`src/inc/dram_sequencer_map.svh`:
```
// register map, field positions, codes and timing counts of the dram sequencer
// Overview of operation
// - normal burst: five clocks, then four each
// - slower timing register settings stretch normal transfers
// - normal burst: negate ack and ras, precharge, row again
// - capture and decode on sampled transfer start
// - drive row address and write strobe next
// - ras on falling edge, then column, ack negated
// - cas per lane: both for 16-bit, one for 8-bit
// - ack asserted on edge after cas
// - normal: ras, cas, ack end together
// - secondary beats use incremented column address
// - release address, then ack one clock later
// - page mode: hold ras, precharge cas, next column
// - page burst: five then two clocks each
// - page burst closes row; nonburst runs normal
// - fast page bank acts as burst page
// - burst when operand wider than port width
// - access-type mask bits ignored for hit
// - unavailable upper address bits forced zero for hit
// - read and write share strobe timing
// - address drive bit clear leaves bus undriven
// - normal secondary beat waits for row precharge
`ifndef DRAM_SEQUENCER_MAP_SVH
`define DRAM_SEQUENCER_MAP_SVH
// word indexes on the register bus
`define REG_TIMING 4'h0
`define REG_PINS 4'h1
`define REG_BASE0 4'h2
`define REG_MASK0 4'h3
`define REG_CTRL0 4'h4
`define REG_BASE1 4'h5
`define REG_MASK1 4'h6
`define REG_CTRL1 4'h7
`define REG_STATUS 4'h8
// timing register fields
`define TIM_DRIVE 15
`define TIM_RCD 12
`define TIM_RP_HI 6
`define TIM_RP_LO 5
`define TIM_CASW 3
`define TIM_CP 1
// bank control fields and codes
`define CTRL_MODE_HI 1
`define CTRL_MODE_LO 0
`define CTRL_PORT_HI 3
`define CTRL_PORT_LO 2
`define MODE_OFF 2'h0
`define MODE_BURST_PAGE 2'h2
`define MODE_FAST_PAGE 2'h3
`define PORT_32 2'h0
`define PORT_8 2'h1
`define PORT_16 2'h2
`define SIZE_LONG 2'h0
`define SIZE_BYTE 2'h1
`define SIZE_WORD 2'h2
`define SIZE_LINE 2'h3
// hit compare covers address bits from this one upward
`define HIT_LSB 17
// reset values
`define TIMING_RST 16'h0000
`define PINS_RST 4'h0
`define BASE_RST 32'h00000000
`define MASK_RST 32'h00000000
`define CTRL_RST 8'h00
// fastest subtransfer lengths in clocks
`define FIRST_BEAT_CLKS 5
`define NORMAL_NEXT_CLKS 4
`define PAGE_NEXT_CLKS 2
`endif

```
`src/inc/dram_sequencer_pkg.sv`:
```
// types shared by the dram sequencer
package dram_sequencer_pkg;
    typedef enum logic [2:0] {S_IDLE, S_DECODE, S_ROW, S_COL, S_ACK, S_PRECH, S_CPRE, S_TAREL} seq_state_e;
    typedef struct packed {
        logic [27:0] addr;
        logic rw;
        logic [1:0] size;
        logic start_n;
    } ext_req_s;
    typedef struct packed {
        logic [27:0] addr;
        logic [27:0] addr_oe;
        logic ta_n;
        logic ta_oe;
        logic we_n;
    } pin_out_s;
    typedef struct packed {
        ext_req_s sync1;
        ext_req_s sync2;
        seq_state_e state;
        logic [27:0] cur;
        logic rw;
        logic [1:0] size;
        logic [1:0] lane;
        logic [1:0] port;
        logic page;
        logic [4:0] beats;
        logic [1:0] wait_cnt;
        pin_out_s pins;
        logic ras_p;
        logic ras_fire;
        logic cas_p;
        logic cas_fire;
        logic [15:0] timing;
        logic [3:0] par;
        logic [1:0][31:0] base;
        logic [1:0][31:0] mask;
        logic [1:0][7:0] ctrl;
        logic waitreq;
        logic [31:0] rdata;
    } seq_reg_s;
endpackage

```
`src/dram_sequencer.sv`:
```
// dram sequencer for external bus master transfers with avalon register slave
//
// The Avalon-MM register port and the register addresses were decided locally.
`include "dram_sequencer_map.svh"
`timescale 1ns/1ps
`default_nettype none
module dram_sequencer (
    // clock and reset
    input wire logic mclk_in,
    input wire logic sys_rst_in,
    // register bus
    input wire logic [3:0] avs_address_in,
    input wire logic avs_read_in,
    input wire logic avs_write_in,
    input wire logic [31:0] avs_writedata_in,
    input wire logic [3:0] avs_byteenable_in,
    output logic [31:0] avs_readdata_out,
    output logic avs_waitrequest_out,
    // external master side
    input wire logic [27:0] ext_addr_in,
    input wire logic ext_read_write_in,
    input wire logic [1:0] transfer_size_code_in,
    input wire logic transfer_start_n_in,
    // dram and shared bus drive
    output logic [27:0] addr_out,
    output logic [27:0] addr_oe_out,
    output logic transfer_ack_n_out,
    output logic transfer_ack_oe_out,
    output logic ras_n_out,
    output logic [1:0] cas_n_out,
    output logic dram_write_strobe_n_out
);

    ////////////////////////////////////////////////////////////////////////
    // state and helpers

    dram_sequencer_pkg::seq_reg_s st;
    dram_sequencer_pkg::seq_reg_s next_st;
    logic ras_n_half;
    logic cas_n_half;
    logic ras_on;
    logic cas_on;
    logic [1:0] bank_hit;
    logic hit;
    logic sel;
    logic [31:0] eff_addr;

    // byte-enable merge for register writes
    function automatic logic [31:0] merge32(input logic [31:0] old, input logic [31:0] wd, input logic [3:0] be);
        logic [31:0] r;
        r = old;
        for (int i = 0; i < 4; i++) begin
            if (be[i]) begin
                r[i*8 +: 8] = wd[i*8 +: 8];
            end
        end
        return r;
    endfunction

    // log2 of port width in bytes
    function automatic logic [1:0] port_shift(input logic [1:0] port);
        case (port)
            `PORT_8: port_shift = 2'h0;
            `PORT_16: port_shift = 2'h1;
            default: port_shift = 2'h2;
        endcase
    endfunction

    // operand size in bytes
    function automatic logic [4:0] size_bytes(input logic [1:0] size);
        case (size)
            `SIZE_BYTE: size_bytes = 5'h01;
            `SIZE_WORD: size_bytes = 5'h02;
            `SIZE_LINE: size_bytes = 5'h10;
            default: size_bytes = 5'h04;
        endcase
    endfunction

    // column address bits 8..0 multiplexed onto pins 8..0 and again onto pins 17..9
    function automatic logic [27:0] col_bus(input logic [27:0] a);
        col_bus = {10'h000, a[8:0], a[8:0]};
    endfunction

    // strobes are two-edge: a rising-edge toggle and a falling-edge toggle
    assign ras_on = st.ras_p ^ ras_n_half;
    assign cas_on = st.cas_p ^ cas_n_half;
    assign ras_n_out = ~ras_on;
    assign cas_n_out = ~({2{cas_on}} & st.lane);

    ////////////////////////////////////////////////////////////////////////
    // bank hit decode

    // unavailable upper bits count as zero when deciding a hit
    assign eff_addr = {4'h0, st.cur[27:24] & st.par, st.cur[23:0]};

    // one compare per bank; the low mask bits (access types) are never looked at
    genvar gb;
    generate
        for (gb = 0; gb < 2; gb++) begin : g_bank
            assign bank_hit[gb] = (st.ctrl[gb][`CTRL_MODE_HI:`CTRL_MODE_LO] != `MODE_OFF) &&
                ((((eff_addr ^ st.base[gb]) & ~st.mask[gb]) >> `HIT_LSB) == 32'h0);
        end
    endgenerate
    assign hit = |bank_hit;
    assign sel = ~bank_hit[0];

    ////////////////////////////////////////////////////////////////////////
    // next-state logic

    always_comb begin
        logic [1:0] mode;
        logic [1:0] port;
        logic [4:0] nbeats;
        logic [27:0] inc_addr;
        logic [27:0] oe_mask;
        logic [31:0] tim_new;
        mode = st.ctrl[sel][`CTRL_MODE_HI:`CTRL_MODE_LO];
        port = st.ctrl[sel][`CTRL_PORT_HI:`CTRL_PORT_LO];
        nbeats = size_bytes(st.size) >> port_shift(port);
        inc_addr = st.cur + (28'h1 << port_shift(st.port));
        // address pins given another function stay undriven
        oe_mask = st.timing[`TIM_DRIVE] ? {st.par, 24'hffffff} : 28'h0;
        // timing register is 16 bits wide; only the low two bytes land
        tim_new = merge32({16'h0000, st.timing}, avs_writedata_in, avs_byteenable_in);
        next_st = st;
        // pins cross into this clock through two stages
        next_st.sync1 = {ext_addr_in, ext_read_write_in, transfer_size_code_in, transfer_start_n_in};
        next_st.sync2 = st.sync1;
        next_st.ras_fire = 1'b0;
        next_st.cas_fire = 1'b0;
        next_st.waitreq = 1'b1;

        // register bus: answer one cycle after the request appears
        if ((avs_read_in || avs_write_in) && st.waitreq) begin
            next_st.waitreq = 1'b0;
            case (avs_address_in)
                `REG_TIMING: next_st.rdata = {16'h0000, st.timing};
                `REG_PINS: next_st.rdata = {28'h0, st.par};
                `REG_BASE0: next_st.rdata = st.base[0];
                `REG_MASK0: next_st.rdata = st.mask[0];
                `REG_CTRL0: next_st.rdata = {24'h0, st.ctrl[0]};
                `REG_BASE1: next_st.rdata = st.base[1];
                `REG_MASK1: next_st.rdata = st.mask[1];
                `REG_CTRL1: next_st.rdata = {24'h0, st.ctrl[1]};
                `REG_STATUS: next_st.rdata = {28'h0, st.state, st.state != dram_sequencer_pkg::S_IDLE};
                default: next_st.rdata = 32'h0;
            endcase
        end
        // writes land on the edge where waitrequest is seen low
        if (avs_write_in && !st.waitreq) begin
            case (avs_address_in)
                `REG_TIMING: next_st.timing = tim_new[15:0];
                `REG_PINS: next_st.par = avs_byteenable_in[0] ? avs_writedata_in[3:0] : st.par;
                `REG_BASE0: next_st.base[0] = merge32(st.base[0], avs_writedata_in, avs_byteenable_in);
                `REG_MASK0: next_st.mask[0] = merge32(st.mask[0], avs_writedata_in, avs_byteenable_in);
                `REG_CTRL0: next_st.ctrl[0] = avs_byteenable_in[0] ? avs_writedata_in[7:0] : st.ctrl[0];
                `REG_BASE1: next_st.base[1] = merge32(st.base[1], avs_writedata_in, avs_byteenable_in);
                `REG_MASK1: next_st.mask[1] = merge32(st.mask[1], avs_writedata_in, avs_byteenable_in);
                `REG_CTRL1: next_st.ctrl[1] = avs_byteenable_in[0] ? avs_writedata_in[7:0] : st.ctrl[1];
                default: next_st.timing = st.timing;
            endcase
        end

        // transfer sequencing; read and write run the same strobe pattern
        case (st.state)
            dram_sequencer_pkg::S_IDLE: begin
                // start is taken once; later beats need no new start
                if (!st.sync2.start_n) begin
                    next_st.cur = st.sync2.addr;
                    next_st.rw = st.sync2.rw;
                    next_st.size = st.sync2.size;
                    next_st.state = dram_sequencer_pkg::S_DECODE;
                end
            end
            dram_sequencer_pkg::S_DECODE: begin
                // a miss touches no dram pin and no shared bus line
                if (!hit) begin
                    next_st.state = dram_sequencer_pkg::S_IDLE;
                end else begin
                    // the master has let go of the address by now
                    next_st.pins.addr = st.cur;
                    next_st.pins.addr_oe = oe_mask;
                    next_st.pins.we_n = st.rw;
                    next_st.ras_fire = 1'b1;
                    next_st.port = port;
                    next_st.beats = (nbeats == 5'h0) ? 5'h1 : nbeats;
                    next_st.page = (mode == `MODE_BURST_PAGE || mode == `MODE_FAST_PAGE) && nbeats > 5'h1;
                    next_st.lane = (port == `PORT_8) ? 2'b01 : 2'b11;
                    next_st.wait_cnt = {1'b0, st.timing[`TIM_RCD]};
                    next_st.state = dram_sequencer_pkg::S_ROW;
                end
            end
            dram_sequencer_pkg::S_ROW: begin
                if (st.wait_cnt == 2'h0) begin
                    next_st.pins.addr = col_bus(st.cur);
                    next_st.pins.ta_oe = 1'b1;
                    next_st.pins.ta_n = 1'b1;
                    next_st.cas_fire = 1'b1;
                    next_st.wait_cnt = {1'b0, st.timing[`TIM_CASW]};
                    next_st.state = dram_sequencer_pkg::S_COL;
                end else begin
                    next_st.wait_cnt = st.wait_cnt - 2'h1;
                end
            end
            dram_sequencer_pkg::S_COL: begin
                if (st.wait_cnt == 2'h0) begin
                    next_st.pins.ta_n = 1'b0;
                    next_st.state = dram_sequencer_pkg::S_ACK;
                end else begin
                    next_st.wait_cnt = st.wait_cnt - 2'h1;
                end
            end
            dram_sequencer_pkg::S_ACK: begin
                // every beat ends with cas and ack negated
                next_st.pins.ta_n = 1'b1;
                next_st.cas_p = ~st.cas_p;
                if (st.beats == 5'h1) begin
                    // last beat: close the row and let go of the address
                    next_st.ras_p = ~st.ras_p;
                    next_st.pins.addr_oe = 28'h0;
                    next_st.state = dram_sequencer_pkg::S_TAREL;
                end else if (st.page) begin
                    // row stays open; next column goes out at once
                    next_st.beats = st.beats - 5'h1;
                    next_st.cur = inc_addr;
                    next_st.pins.addr = col_bus(inc_addr);
                    if (!st.timing[`TIM_CP]) begin
                        next_st.cas_fire = 1'b1;
                        next_st.wait_cnt = {1'b0, st.timing[`TIM_CASW]};
                        next_st.state = dram_sequencer_pkg::S_COL;
                    end else begin
                        next_st.wait_cnt = 2'h0;
                        next_st.state = dram_sequencer_pkg::S_CPRE;
                    end
                end else begin
                    // row reopened only after precharge: 1.5 clocks at the fastest
                    next_st.beats = st.beats - 5'h1;
                    next_st.cur = inc_addr;
                    next_st.ras_p = ~st.ras_p;
                    next_st.pins.addr = inc_addr;
                    next_st.wait_cnt = st.timing[`TIM_RP_HI:`TIM_RP_LO];
                    next_st.state = dram_sequencer_pkg::S_PRECH;
                end
            end
            dram_sequencer_pkg::S_PRECH: begin
                if (st.wait_cnt == 2'h0) begin
                    next_st.ras_fire = 1'b1;
                    next_st.wait_cnt = {1'b0, st.timing[`TIM_RCD]};
                    next_st.state = dram_sequencer_pkg::S_ROW;
                end else begin
                    next_st.wait_cnt = st.wait_cnt - 2'h1;
                end
            end
            dram_sequencer_pkg::S_CPRE: begin
                if (st.wait_cnt == 2'h0) begin
                    next_st.cas_fire = 1'b1;
                    next_st.wait_cnt = {1'b0, st.timing[`TIM_CASW]};
                    next_st.state = dram_sequencer_pkg::S_COL;
                end else begin
                    next_st.wait_cnt = st.wait_cnt - 2'h1;
                end
            end
            dram_sequencer_pkg::S_TAREL: begin
                // ack released a clock after the address
                next_st.pins.ta_oe = 1'b0;
                next_st.state = dram_sequencer_pkg::S_IDLE;
            end
            default: begin
                next_st.state = dram_sequencer_pkg::S_IDLE;
            end
        endcase
    end

    ////////////////////////////////////////////////////////////////////////
    // registers

    always_ff @(posedge mclk_in or posedge sys_rst_in) begin
        if (sys_rst_in) begin
            st <= '0;
            st.sync1.start_n <= 1'b1;
            st.sync2.start_n <= 1'b1;
            st.state <= dram_sequencer_pkg::S_IDLE;
            st.pins.ta_n <= 1'b1;
            st.pins.we_n <= 1'b1;
            st.timing <= `TIMING_RST;
            st.par <= `PINS_RST;
            st.base <= {2{`BASE_RST}};
            st.mask <= {2{`MASK_RST}};
            st.ctrl <= {2{`CTRL_RST}};
            st.waitreq <= 1'b1;
        end else begin
            st <= next_st;
        end
    end

    // falling-edge halves of ras and cas; they only follow the fire requests
    always_ff @(negedge mclk_in or posedge sys_rst_in) begin
        if (sys_rst_in) begin
            ras_n_half <= 1'b0;
            cas_n_half <= 1'b0;
        end else begin
            ras_n_half <= ras_n_half ^ st.ras_fire;
            cas_n_half <= cas_n_half ^ st.cas_fire;
        end
    end

    assign avs_readdata_out = st.rdata;
    assign avs_waitrequest_out = st.waitreq;
    assign addr_out = st.pins.addr;
    assign addr_oe_out = st.pins.addr_oe;
    assign transfer_ack_n_out = st.pins.ta_n;
    assign transfer_ack_oe_out = st.pins.ta_oe;
    assign dram_write_strobe_n_out = st.pins.we_n;

    ////////////////////////////////////////////////////////////////////////
    // assertions

    property p_capture;
        @(posedge mclk_in) disable iff (sys_rst_in)
        st.state == dram_sequencer_pkg::S_IDLE && !st.sync2.start_n
            |=> st.state == dram_sequencer_pkg::S_DECODE && st.cur == $past(st.sync2.addr);
    endproperty
    a_capture: assert property (p_capture) else $error("start not captured");

    property p_row_drive;
        @(posedge mclk_in) disable iff (sys_rst_in)
        st.state == dram_sequencer_pkg::S_DECODE && hit
            |-> !ras_on ##1 st.pins.addr == $past(st.cur) && st.pins.we_n == $past(st.rw) && ras_on;
    endproperty
    a_row_drive: assert property (p_row_drive) else $error("row phase wrong");

    property p_col;
        @(posedge mclk_in) disable iff (sys_rst_in)
        st.state == dram_sequencer_pkg::S_ROW && st.wait_cnt == 2'h0
            |=> st.pins.ta_oe && st.pins.ta_n && st.pins.addr == col_bus(st.cur) ##1 cas_on;
    endproperty
    a_col: assert property (p_col) else $error("column phase wrong");

    // sampled on the falling edge: a page beat may refire cas half a clock after it ends
    property p_ack_end;
        @(negedge mclk_in) disable iff (sys_rst_in)
        st.pins.ta_oe && !st.pins.ta_n |-> cas_on ##1 st.pins.ta_n && !cas_on;
    endproperty
    a_ack_end: assert property (p_ack_end) else $error("beat did not end");

    property p_normal_pre;
        @(posedge mclk_in) disable iff (sys_rst_in)
        st.state == dram_sequencer_pkg::S_ACK && !st.page && st.beats != 5'h1
            |=> !ras_on && st.pins.ta_n && st.pins.addr == st.cur && st.state == dram_sequencer_pkg::S_PRECH;
    endproperty
    a_normal_pre: assert property (p_normal_pre) else $error("precharge too short");

    property p_page_hold;
        @(negedge mclk_in) disable iff (sys_rst_in)
        st.state == dram_sequencer_pkg::S_ACK && st.page && st.beats != 5'h1
            |=> ras_on && !cas_on && st.pins.ta_n && st.pins.addr == col_bus(st.cur);
    endproperty
    a_page_hold: assert property (p_page_hold) else $error("page row dropped");

    property p_release;
        @(posedge mclk_in) disable iff (sys_rst_in)
        st.state == dram_sequencer_pkg::S_ACK && st.beats == 5'h1
            |=> st.pins.addr_oe == 28'h0 && st.pins.ta_oe && !ras_on ##1 !st.pins.ta_oe;
    endproperty
    a_release: assert property (p_release) else $error("release order wrong");

    property p_nohit;
        @(posedge mclk_in) disable iff (sys_rst_in)
        st.state == dram_sequencer_pkg::S_DECODE && !hit
            |=> st.state == dram_sequencer_pkg::S_IDLE && st.pins.addr_oe == 28'h0 && !st.pins.ta_oe && !ras_on;
    endproperty
    a_nohit: assert property (p_nohit) else $error("miss drove pins");

    property p_bus_answer;
        @(posedge mclk_in) disable iff (sys_rst_in)
        (avs_read_in || avs_write_in) && st.waitreq |=> !st.waitreq ##1 st.waitreq;
    endproperty
    a_bus_answer: assert property (p_bus_answer) else $error("bus answer late");

    property p_cov_normal;
        @(posedge mclk_in) disable iff (sys_rst_in) st.state == dram_sequencer_pkg::S_PRECH;
    endproperty
    c_cov_normal: cover property (p_cov_normal);

    property p_cov_page;
        @(posedge mclk_in) disable iff (sys_rst_in)
        st.state == dram_sequencer_pkg::S_ACK && st.page && st.beats != 5'h1;
    endproperty
    c_cov_page: cover property (p_cov_page);

    property p_cov_miss;
        @(posedge mclk_in) disable iff (sys_rst_in) st.state == dram_sequencer_pkg::S_DECODE && !hit;
    endproperty
    c_cov_miss: cover property (p_cov_miss);

endmodule
`default_nettype wire

```
`config.mk`:
```
export PLATFORM = sky130hd
export DESIGN_NAME = dram_sequencer
export DESIGN_NICKNAME = d
export VERILOG_FILES = /design/src/inc/dram_sequencer_pkg.sv /design/src/dram_sequencer.sv
export VERILOG_INCLUDE_DIRS = /design/src /design/src/inc
export SDC_FILE = /design/constraint.sdc
export NUM_CORES = 1
export LEC_CHECK = 0
export BUFFER_PORTS_ARGS = -buffer_cell sky130_fd_sc_hd__buf_2
export CORE_AREA = 3 3 179 181
export DETAILED_ROUTE_END_ITERATION = 12
export DIE_AREA = 0 0 182 184
export PLACE_DENSITY = 0.76
export RECOVER_POWER = 25
export SYNTH_ARGS = -nofsm -noshare
export SYNTH_HDL_FRONTEND = slang
export SYNTH_SLANG_ARGS = --single-unit
```
`constraint.sdc`:
```
create_clock -name mclk_in -period 10 [get_ports mclk_in]
set_clock_uncertainty 0.05 [all_clocks]
set_input_delay 1 -clock mclk_in [delete_from_list [all_inputs] [get_ports mclk_in]]
set_output_delay 1 -clock mclk_in [all_outputs]
set_load 0.02 [all_outputs]
```
==> flow_metrics.py, run 1 <==
metrics = {
    "timing": {
        "timing.final.hold_violations": 0,
        "max_slew.worst_pin.slew_ns": 4.54,
        "tns_ns": 0,
        "setup_viol": 0,
        "pins_over_slew_limit": 278,
        "rsz0062_at_grt": "no",
        "maxSlewHeadroom": -2.03,
        "final.hold.worst_slack_ns": 0.296,
    },
    "yosys": {
        "largest_family_of_logic_cells_by_synthesized_area": "compound AO/OA/AOI/OAI gates",
        "yosys.area_share.simple": 0.0882,
        "synth.distinct_cells": 68,
        "most_instantiated_cells_after_synthesis": "342 x sky130_fd_sc_hd__dfrtp_1, 166 x sky130_fd_sc_hd__mux2_2, 122 x sky130_fd_sc_hd__nand2_1, 88 x sky130_fd_sc_hd__buf_4",
        "async_reset_ff_frac": 1.00,
        "seq_area_frac_synth": 0.531,
        "synth.net_count": 1557,
        "syn_area_um2": 16500,
        "number_of_register_bits_inferred_by_synthesis": 349,
        "synth.area.top_cells": "sky130_fd_sc_hd__dfrtp_1 52%, sky130_fd_sc_hd__mux2_2 11%, sky130_fd_sc_hd__buf_4 4.0%",
        "muxShareOfSynthArea": 0.137,
        "yosysMostFrequentCell": "sky130_fd_sc_hd__dfrtp_1",
        "yosys_most_used_dff": "sky130_fd_sc_hd__dfrtp_1",
        "ys_warn_count": 0,
        "synth-xor-area-share": 0.0234,
        "synth_compound_gate_area_share": 0.141,
        "number_of_enable_type_register_cells_in_the_synthesized_netlist": 0,
        "synth_cells": 1468,
        "syn_area_per_cell_um2": 11.2,
        "synth_top_cell_area_share": 0.520,
        "yosysTopAreaCell": "sky130_fd_sc_hd__dfrtp_1",
        "synth-adder-area-share": 0.0103,
    },
    "clock_tree": {
        "cts_buffers": 37,
        "cts_tree": "done",
        "cts-resized-gates": 0,
        "cts.htree.levels": 2,
        "clock_sinks": 349,
        "clock_pin_transition_on_the_worst_setup_and_hold_timing_paths_ns": 0.05,
        "clk_latency_ns": 0.52,
        "ctsHoldBuffers": 0,
        "clockRootBuffer": "sky130_fd_sc_hd__clkbuf_16",
        "max-clock-path-buffers": 3,
        "post_cts.repair.setup_buffers": 0,
    },
    "detailed_routing": {
        "drt_wl_cell_um": 20.6,
        "drtAntennaViolNets": 0,
        "drt_first_iter_violations": 1186,
        "dr_total_vias": 11800,
        "drc": 0,
        "routed_via_density": 6.06,
        "drtPass1Iterations": 6,
        "routed_wl_um": 40200,
    },
    "power_and_ir_drop": {
        "total_leakage_power_nw": 8.52,
        "max-vdd-ir-drop_mv": 0.137,
        "power.density_nw_per_um2": 257,
    },
    "place": {
        "dpl.hpwl_um": 27100,
        "dpl.cell_count": 1882,
        "portBuffers": 170,
        "finalWeightedCongestion": 0.902,
    },
    "worst_setup_path": {
        "critical_path_peak_fanout": 2,
        "critPathArrivalTime_ns": 6.36,
        "critPathCaptureType": "output pin",
        "crit_required_ns": 8.95,
        "crit_type": "reg -> out",
        "critical_path.startpoint_type": "flip-flop",
    },
    "floorplanning": {
        "dieArea_um2": 33500,
        "design.core.area_um2": 30600,
        "top_level_ports": 171,
        "die_x_um": 182,
        "fp.dieH_um": 184,
        "initial_utilization": 0.538,
        "row_count": 64,
    },
    "grt": {
        "grt_usage": 0.237,
        "grt_start_max_net_pins": 191,
        "grt_pass1_wl_um": 64200,
        "first_global_vias": 11700,
        "grt_antenna_before_repair": 3,
        "grt.met2_usage": 0.386,
        "globalRouteMet1Util": 0.332,
        "top_usage_layer": "met2",
        "grt_use_met3": 0.0406,
        "globalRoute.totalOverflow": 0,
    },
    "run_status": {
        "run_status": "finished with violations",
        "violations": "capacitance limit, slew limit",
    },
    "layout": {
        "final_core_util": 0.595,
        "flow.area_growth_from_synthesis_pct": 10.5,
        "layoutNonFillerInstCount": 1949,
        "layout-drive-gt1-share": 0.284,
        "fillCellCount": 2470,
        "fin_nets": 1614,
    },
    "job": {
        "cap_viol_max_count": 3,
    },
    "hold_path": {
        "worstHoldPathType": "reg -> reg",
    },
}
[state kept, by name (all words and copies together), names as in the netlist]
register / flops
addr_oe_out: 5
addr_out: 28
avs_readdata_out: 32
avs_waitrequest_out: 1
cas_n_half: 1
dram_write_strobe_n_out: 1
eff_addr: 24
next_st: 32
ras_n_half: 1
st: 222
transfer_ack_n_out: 1
transfer_ack_oe_out: 1
[through the flow]
step | power [mW] | setup slack, ns | cell area [um^2]
after floorplan | 3.01 | -0.548 | 16500
after global placement | 3.26 | 3.12 | 17000
after detailed placement | 3.31 | 3.12 | 17000
after CTS | 4.69 | 2.57 | 18200
after global routing | 4.92 | 2.53 | 18200
final | 4.67 | 2.59 | 18200
[cell usage in the layout (no fill, tap or decap), types with 17 or more instances in the layout]
| master | synthesis | layout |
|---|---|---|
| sky130_fd_sc_hd__a222oi_1 | 32 | 32 |
| sky130_fd_sc_hd__nand2_1 | 122 | 122 |
| sky130_fd_sc_hd__mux2_2 | 166 | 166 |
| sky130_fd_sc_hd__clkbuf_16 | 0 | 39 |
| sky130_fd_sc_hd__xor2_1 | 17 | 17 |
| sky130_fd_sc_hd__a21boi_0 | 21 | 21 |
| sky130_fd_sc_hd__inv_1 | 37 | 36 |
| sky130_fd_sc_hd__a22oi_1 | 22 | 22 |
| sky130_fd_sc_hd__o21ai_0 | 78 | 78 |
| sky130_fd_sc_hd__a31oi_1 | 22 | 22 |
| sky130_fd_sc_hd__dfrtp_1 | 342 | 342 |
| sky130_fd_sc_hd__xnor2_1 | 27 | 27 |
| sky130_fd_sc_hd__nand3_1 | 18 | 18 |
| sky130_fd_sc_hd__nor2_1 | 80 | 77 |
| sky130_fd_sc_hd__a21oi_1 | 80 | 80 |
| sky130_fd_sc_hd__buf_2 | 1 | 166 |
[metal layers]
layer	up-vias	wire, um
met1	5904	17300
met4	4	865
met5	-	21
li1	5301	-
met3	73	2960
met2	538	19000
[where the power goes]
part / switching, mW / total (mW) / internal (mW)
logic: 0.747 / 1.32 / 0.575
registers: 0.298 / 1.98 / 1.69
clock network: 0.548 / 1.36 / 0.817
total: 1.59 / 4.67 / 3.08
[cell families after synthesis]
logic type / Yosys count
compound gates: 347
xor+xnor: 44
fa+ha+maj: 13
buf+inv: 205
flops: 349
mux: 197
simple gates: 313
[cell type report]
class,instances,area (um^2),share of cell area
antenna,1,2.50,0.000138
clock buffer,52,1090,0.0602
clock inverter,14,133,0.00729
inverter,37,140,0.00770
multi-input combinational,914,6630,0.365
sequential,349,8740,0.480
tap,396,495,0.0272
timing repair buffer,186,952,0.0523
[final timing paths]
path	start	cells past startpoint	end	slack, ns
max	cas_n_half	3	cas_n_out[1]	2.59
min	next_st[329]	0	st[329]	0.30
max reg2reg	st[197]	1	cas_n_half	4.29
min reg2reg	next_st[329]	0	st[329]	0.30
max in group asynchronous	sys_rst_in	2	ras_n_half	4.08
min in group asynchronous	sys_rst_in	2	st[198]	0.64
[worst max-delay path: stages (launching register included)]
cell and delay (ns):
sky130_fd_sc_hd__dfrtn_1 0.43, sky130_fd_sc_hd__xor2_1 0.18, sky130_fd_sc_hd__nand2_1 0.07, sky130_fd_sc_hd__buf_2 0.15
Power figures use the tool's default switching activity.
==> run 2: changes to the inputs <==
==> constraint.sdc (replaced) <==
create_clock -name mclk_in -period 6.25 [get_ports mclk_in]
set_clock_uncertainty 0.05 [all_clocks]
set_input_delay 0.625 -clock mclk_in [delete_from_list [all_inputs] [get_ports mclk_in]]
set_output_delay 0.625 -clock mclk_in [all_outputs]
set_load 0.02 [all_outputs]
==> run 2 against run 1 <==
The flow still finishes with violations (capacitance limit, slew limit). Worst hold slack lost 0.14 ns. Combinational power is 58% higher. Non-clock buffer count is the same. Wire length up 0.17%. Sequential power rose by 60%. Final cell count barely moved. Global-route usage down 0.19 points. Utilization fell by 0.16 points. Register-to-register slack worse by 1.9 ns. First-iteration DRC count grew 7.4%. Highest routed layer unchanged. Largest power group unchanged. Die area unchanged.
==> flow_metrics.py, run 2 (synthesis gave the netlist of run 1 again) <==
metrics = {
    "detailed_routing": {
        "routed_wl_um": 40200,
        "dr_total_vias": 11800,
        "detailroute.wirelength.met2_um": 18500,
        "drtAntennaViolNets": 0,
        "drt_wl_cell_um": 20.6,
        "drt_first_iter_violations": 1274,
        "met3WireLength_um": 3130,
        "drtPass1Iterations": 7,
        "drt-met1-wl_um": 17400,
        "topRoutingLayerUsed": "met5",
        "routed_via_density": 6.07,
        "drc": 0,
    },
    "layout": {
        "final_design_area_no_fill_um2": 18100,
        "layout_common_cells": "342 x sky130_fd_sc_hd__dfrtp_1, 166 x sky130_fd_sc_hd__mux2_2, 122 x sky130_fd_sc_hd__nand2_1, 100 x sky130_fd_sc_hd__buf_2, 81 x sky130_fd_sc_hd__clkbuf_1",
        "flow.area_growth_from_synthesis_pct": 10.2,
        "fillCellCount": 2494,
        "largest_register_by_flop_count": "st",
        "largest_register_ff_count": 222,
        "layout-drive-gt1-share": 0.240,
        "layout_commonest_cell": "sky130_fd_sc_hd__dfrtp_1",
        "fin_nets": 1614,
    },
    "grt": {
        "grt_usage": 0.235,
        "grt_antenna_before_repair": 4,
        "grt_pass1_wl_um": 63500,
        "globalRoute.totalOverflow": 0,
        "grt_start_max_net_pins": 186,
        "first_global_vias": 11700,
    },
    "clock_tree": {
        "max-clock-path-buffers": 3,
        "clock_sinks": 349,
        "cts_buffers": 37,
        "cts.htree.levels": 2,
        "clock_pin_transition_on_the_worst_setup_and_hold_timing_paths_ns": 0.06,
        "cts_tree": "done",
        "post_cts.repair.setup_buffers": 0,
        "ctsHoldBuffers": 0,
        "clk_latency_ns": 0.52,
        "clockRootBuffer": "sky130_fd_sc_hd__clkbuf_16",
        "cts-resized-gates": 0,
    },
    "power_and_ir_drop": {
        "power.total_mw": 7.48,
        "max-vdd-ir-drop_mv": 0.226,
        "total_leakage_power_nw": 8.28,
        "power.density_nw_per_um2": 412,
    },
    "floorplanning": {
        "die_x_um": 182,
        "initial_utilization": 0.538,
        "top_level_ports": 171,
        "dieArea_um2": 33500,
        "design.core.area_um2": 30600,
        "fp.dieH_um": 184,
        "row_count": 64,
    },
    "worst_setup_path": {
        "crit_chain": "xor2_1, nand2_1, buf_2",
        "worstSetupStartpoint": "cas_n_half",
        "crit_type": "reg -> out",
        "critical-path-slowest-cell": "sky130_fd_sc_hd__dfrtn_1",
        "r2r.worst_path.cells": 1,
        "critical_path.reg2reg.startpoint": "st[199]",
        "worst_setup_path_endpoint": "cas_n_out[0]",
        "crit_required_ns": 5.57,
        "r2r-end": "ras_n_half",
        "critPathCaptureType": "output pin",
        "critPathArrivalTime_ns": 4.47,
        "critical_path.startpoint_type": "flip-flop",
        "critPathMaxStageDelay_ns": 0.43,
        "reg2reg_setup_slack_ns": 2.41,
        "critical_path_peak_fanout": 2,
    },
    "timing": {
        "pins_over_slew_limit": 145,
        "rsz0062_at_grt": "no",
        "final.hold.worst_slack_ns": 0.159,
        "maxSlewHeadroom": -0.874,
        "timing.final.hold_violations": 0,
        "setup_viol": 0,
        "max_slew.worst_pin.slew_ns": 2.81,
    },
    "job": {
        "cap_viol_max_count": 3,
    },
    "run_status": {
        "violations": "capacitance limit, slew limit",
        "run_status": "finished with violations",
    },
    "hold_path": {
        "worstHoldPathType": "in -> reg",
    },
    "place": {
        "dpl.hpwl_um": 26900,
        "placement_stage_cell_area_um2": 17000,
        "portBuffers": 170,
        "finalWeightedCongestion": 0.878,
    },
}
[run 2: cell count changes in the layout (fill, tap and decap cells not counted), sizes merged]
| cell | before | now |
|---|---|---|
| diode | 1 | 2 |
| clkbuf | 60 | 128 |
| clkinv | 9 | 4 |
| bufinv | 2 | 3 |
| inv | 37 | 39 |
| buf | 178 | 113 |
| clkinvlp | 3 | 2 |
[run 2: layout make-up]
type	instances	area [um^2]	share of cell area
Clock buffer	55	1090	0.0603
Inverter	37	140	0.00772
Timing Repair Buffer	186	885	0.0488
Clock inverter	11	150	0.00828
Tap cell	396	495	0.0273
Sequential cell	349	8740	0.482
Multi-Input combinational cell	914	6630	0.366
Antenna cell	2	5.00	0.000276
[run 2: worst max-delay path, delay by kind of cell (launching register included)]
kind                   cells  cell delay (ns)
XOR/XNOR                   1             0.18
buffers and inverters      1             0.15
flip-flops                 1             0.43
AND/OR/NAND/NOR            1             0.07
[run 2: metrics by stage]
stage               TNS, ns  utilization  setup WS, ns  cells
floorplan             -4.10            -         -2.05   1468
global placement          0        0.556          1.63   1882
detailed placement        0        0.556          1.63   1882
CTS                       0        0.596          1.09   1948
global route              0        0.593          1.04   1950
finish                    0        0.593          1.11   1950
[run 2: how the worst min path moves through the flow]
stage                          startpoint            to  cells past startpoint
after floorplan              next_st[307]       st[307]                      0
after global placement       next_st[333]       st[333]                      0
after detailed placement     next_st[320]       st[320]                      0
after CTS                  ext_addr_in[9]  next_st[319]                      1
after global routing      ext_addr_in[10]  next_st[320]                      1
final                     ext_addr_in[10]  next_st[320]                      1
[run 2: power breakdown]
| group | switching [mW] | internal, mW | total [mW] |
|---|---|---|---|
| logic | 1.20 | 0.890 | 2.09 |
| clock network | 0.876 | 1.34 | 2.22 |
| registers | 0.474 | 2.70 | 3.17 |
[run 2: routing by layer]
metal / vias to the layer above / global-route usage
met4: 4 / 0.0774
li1: 5307 / -
met1: 5890 / 0.334
met2: 550 / 0.369
met5: - / 0
met3: 84 / 0.0417
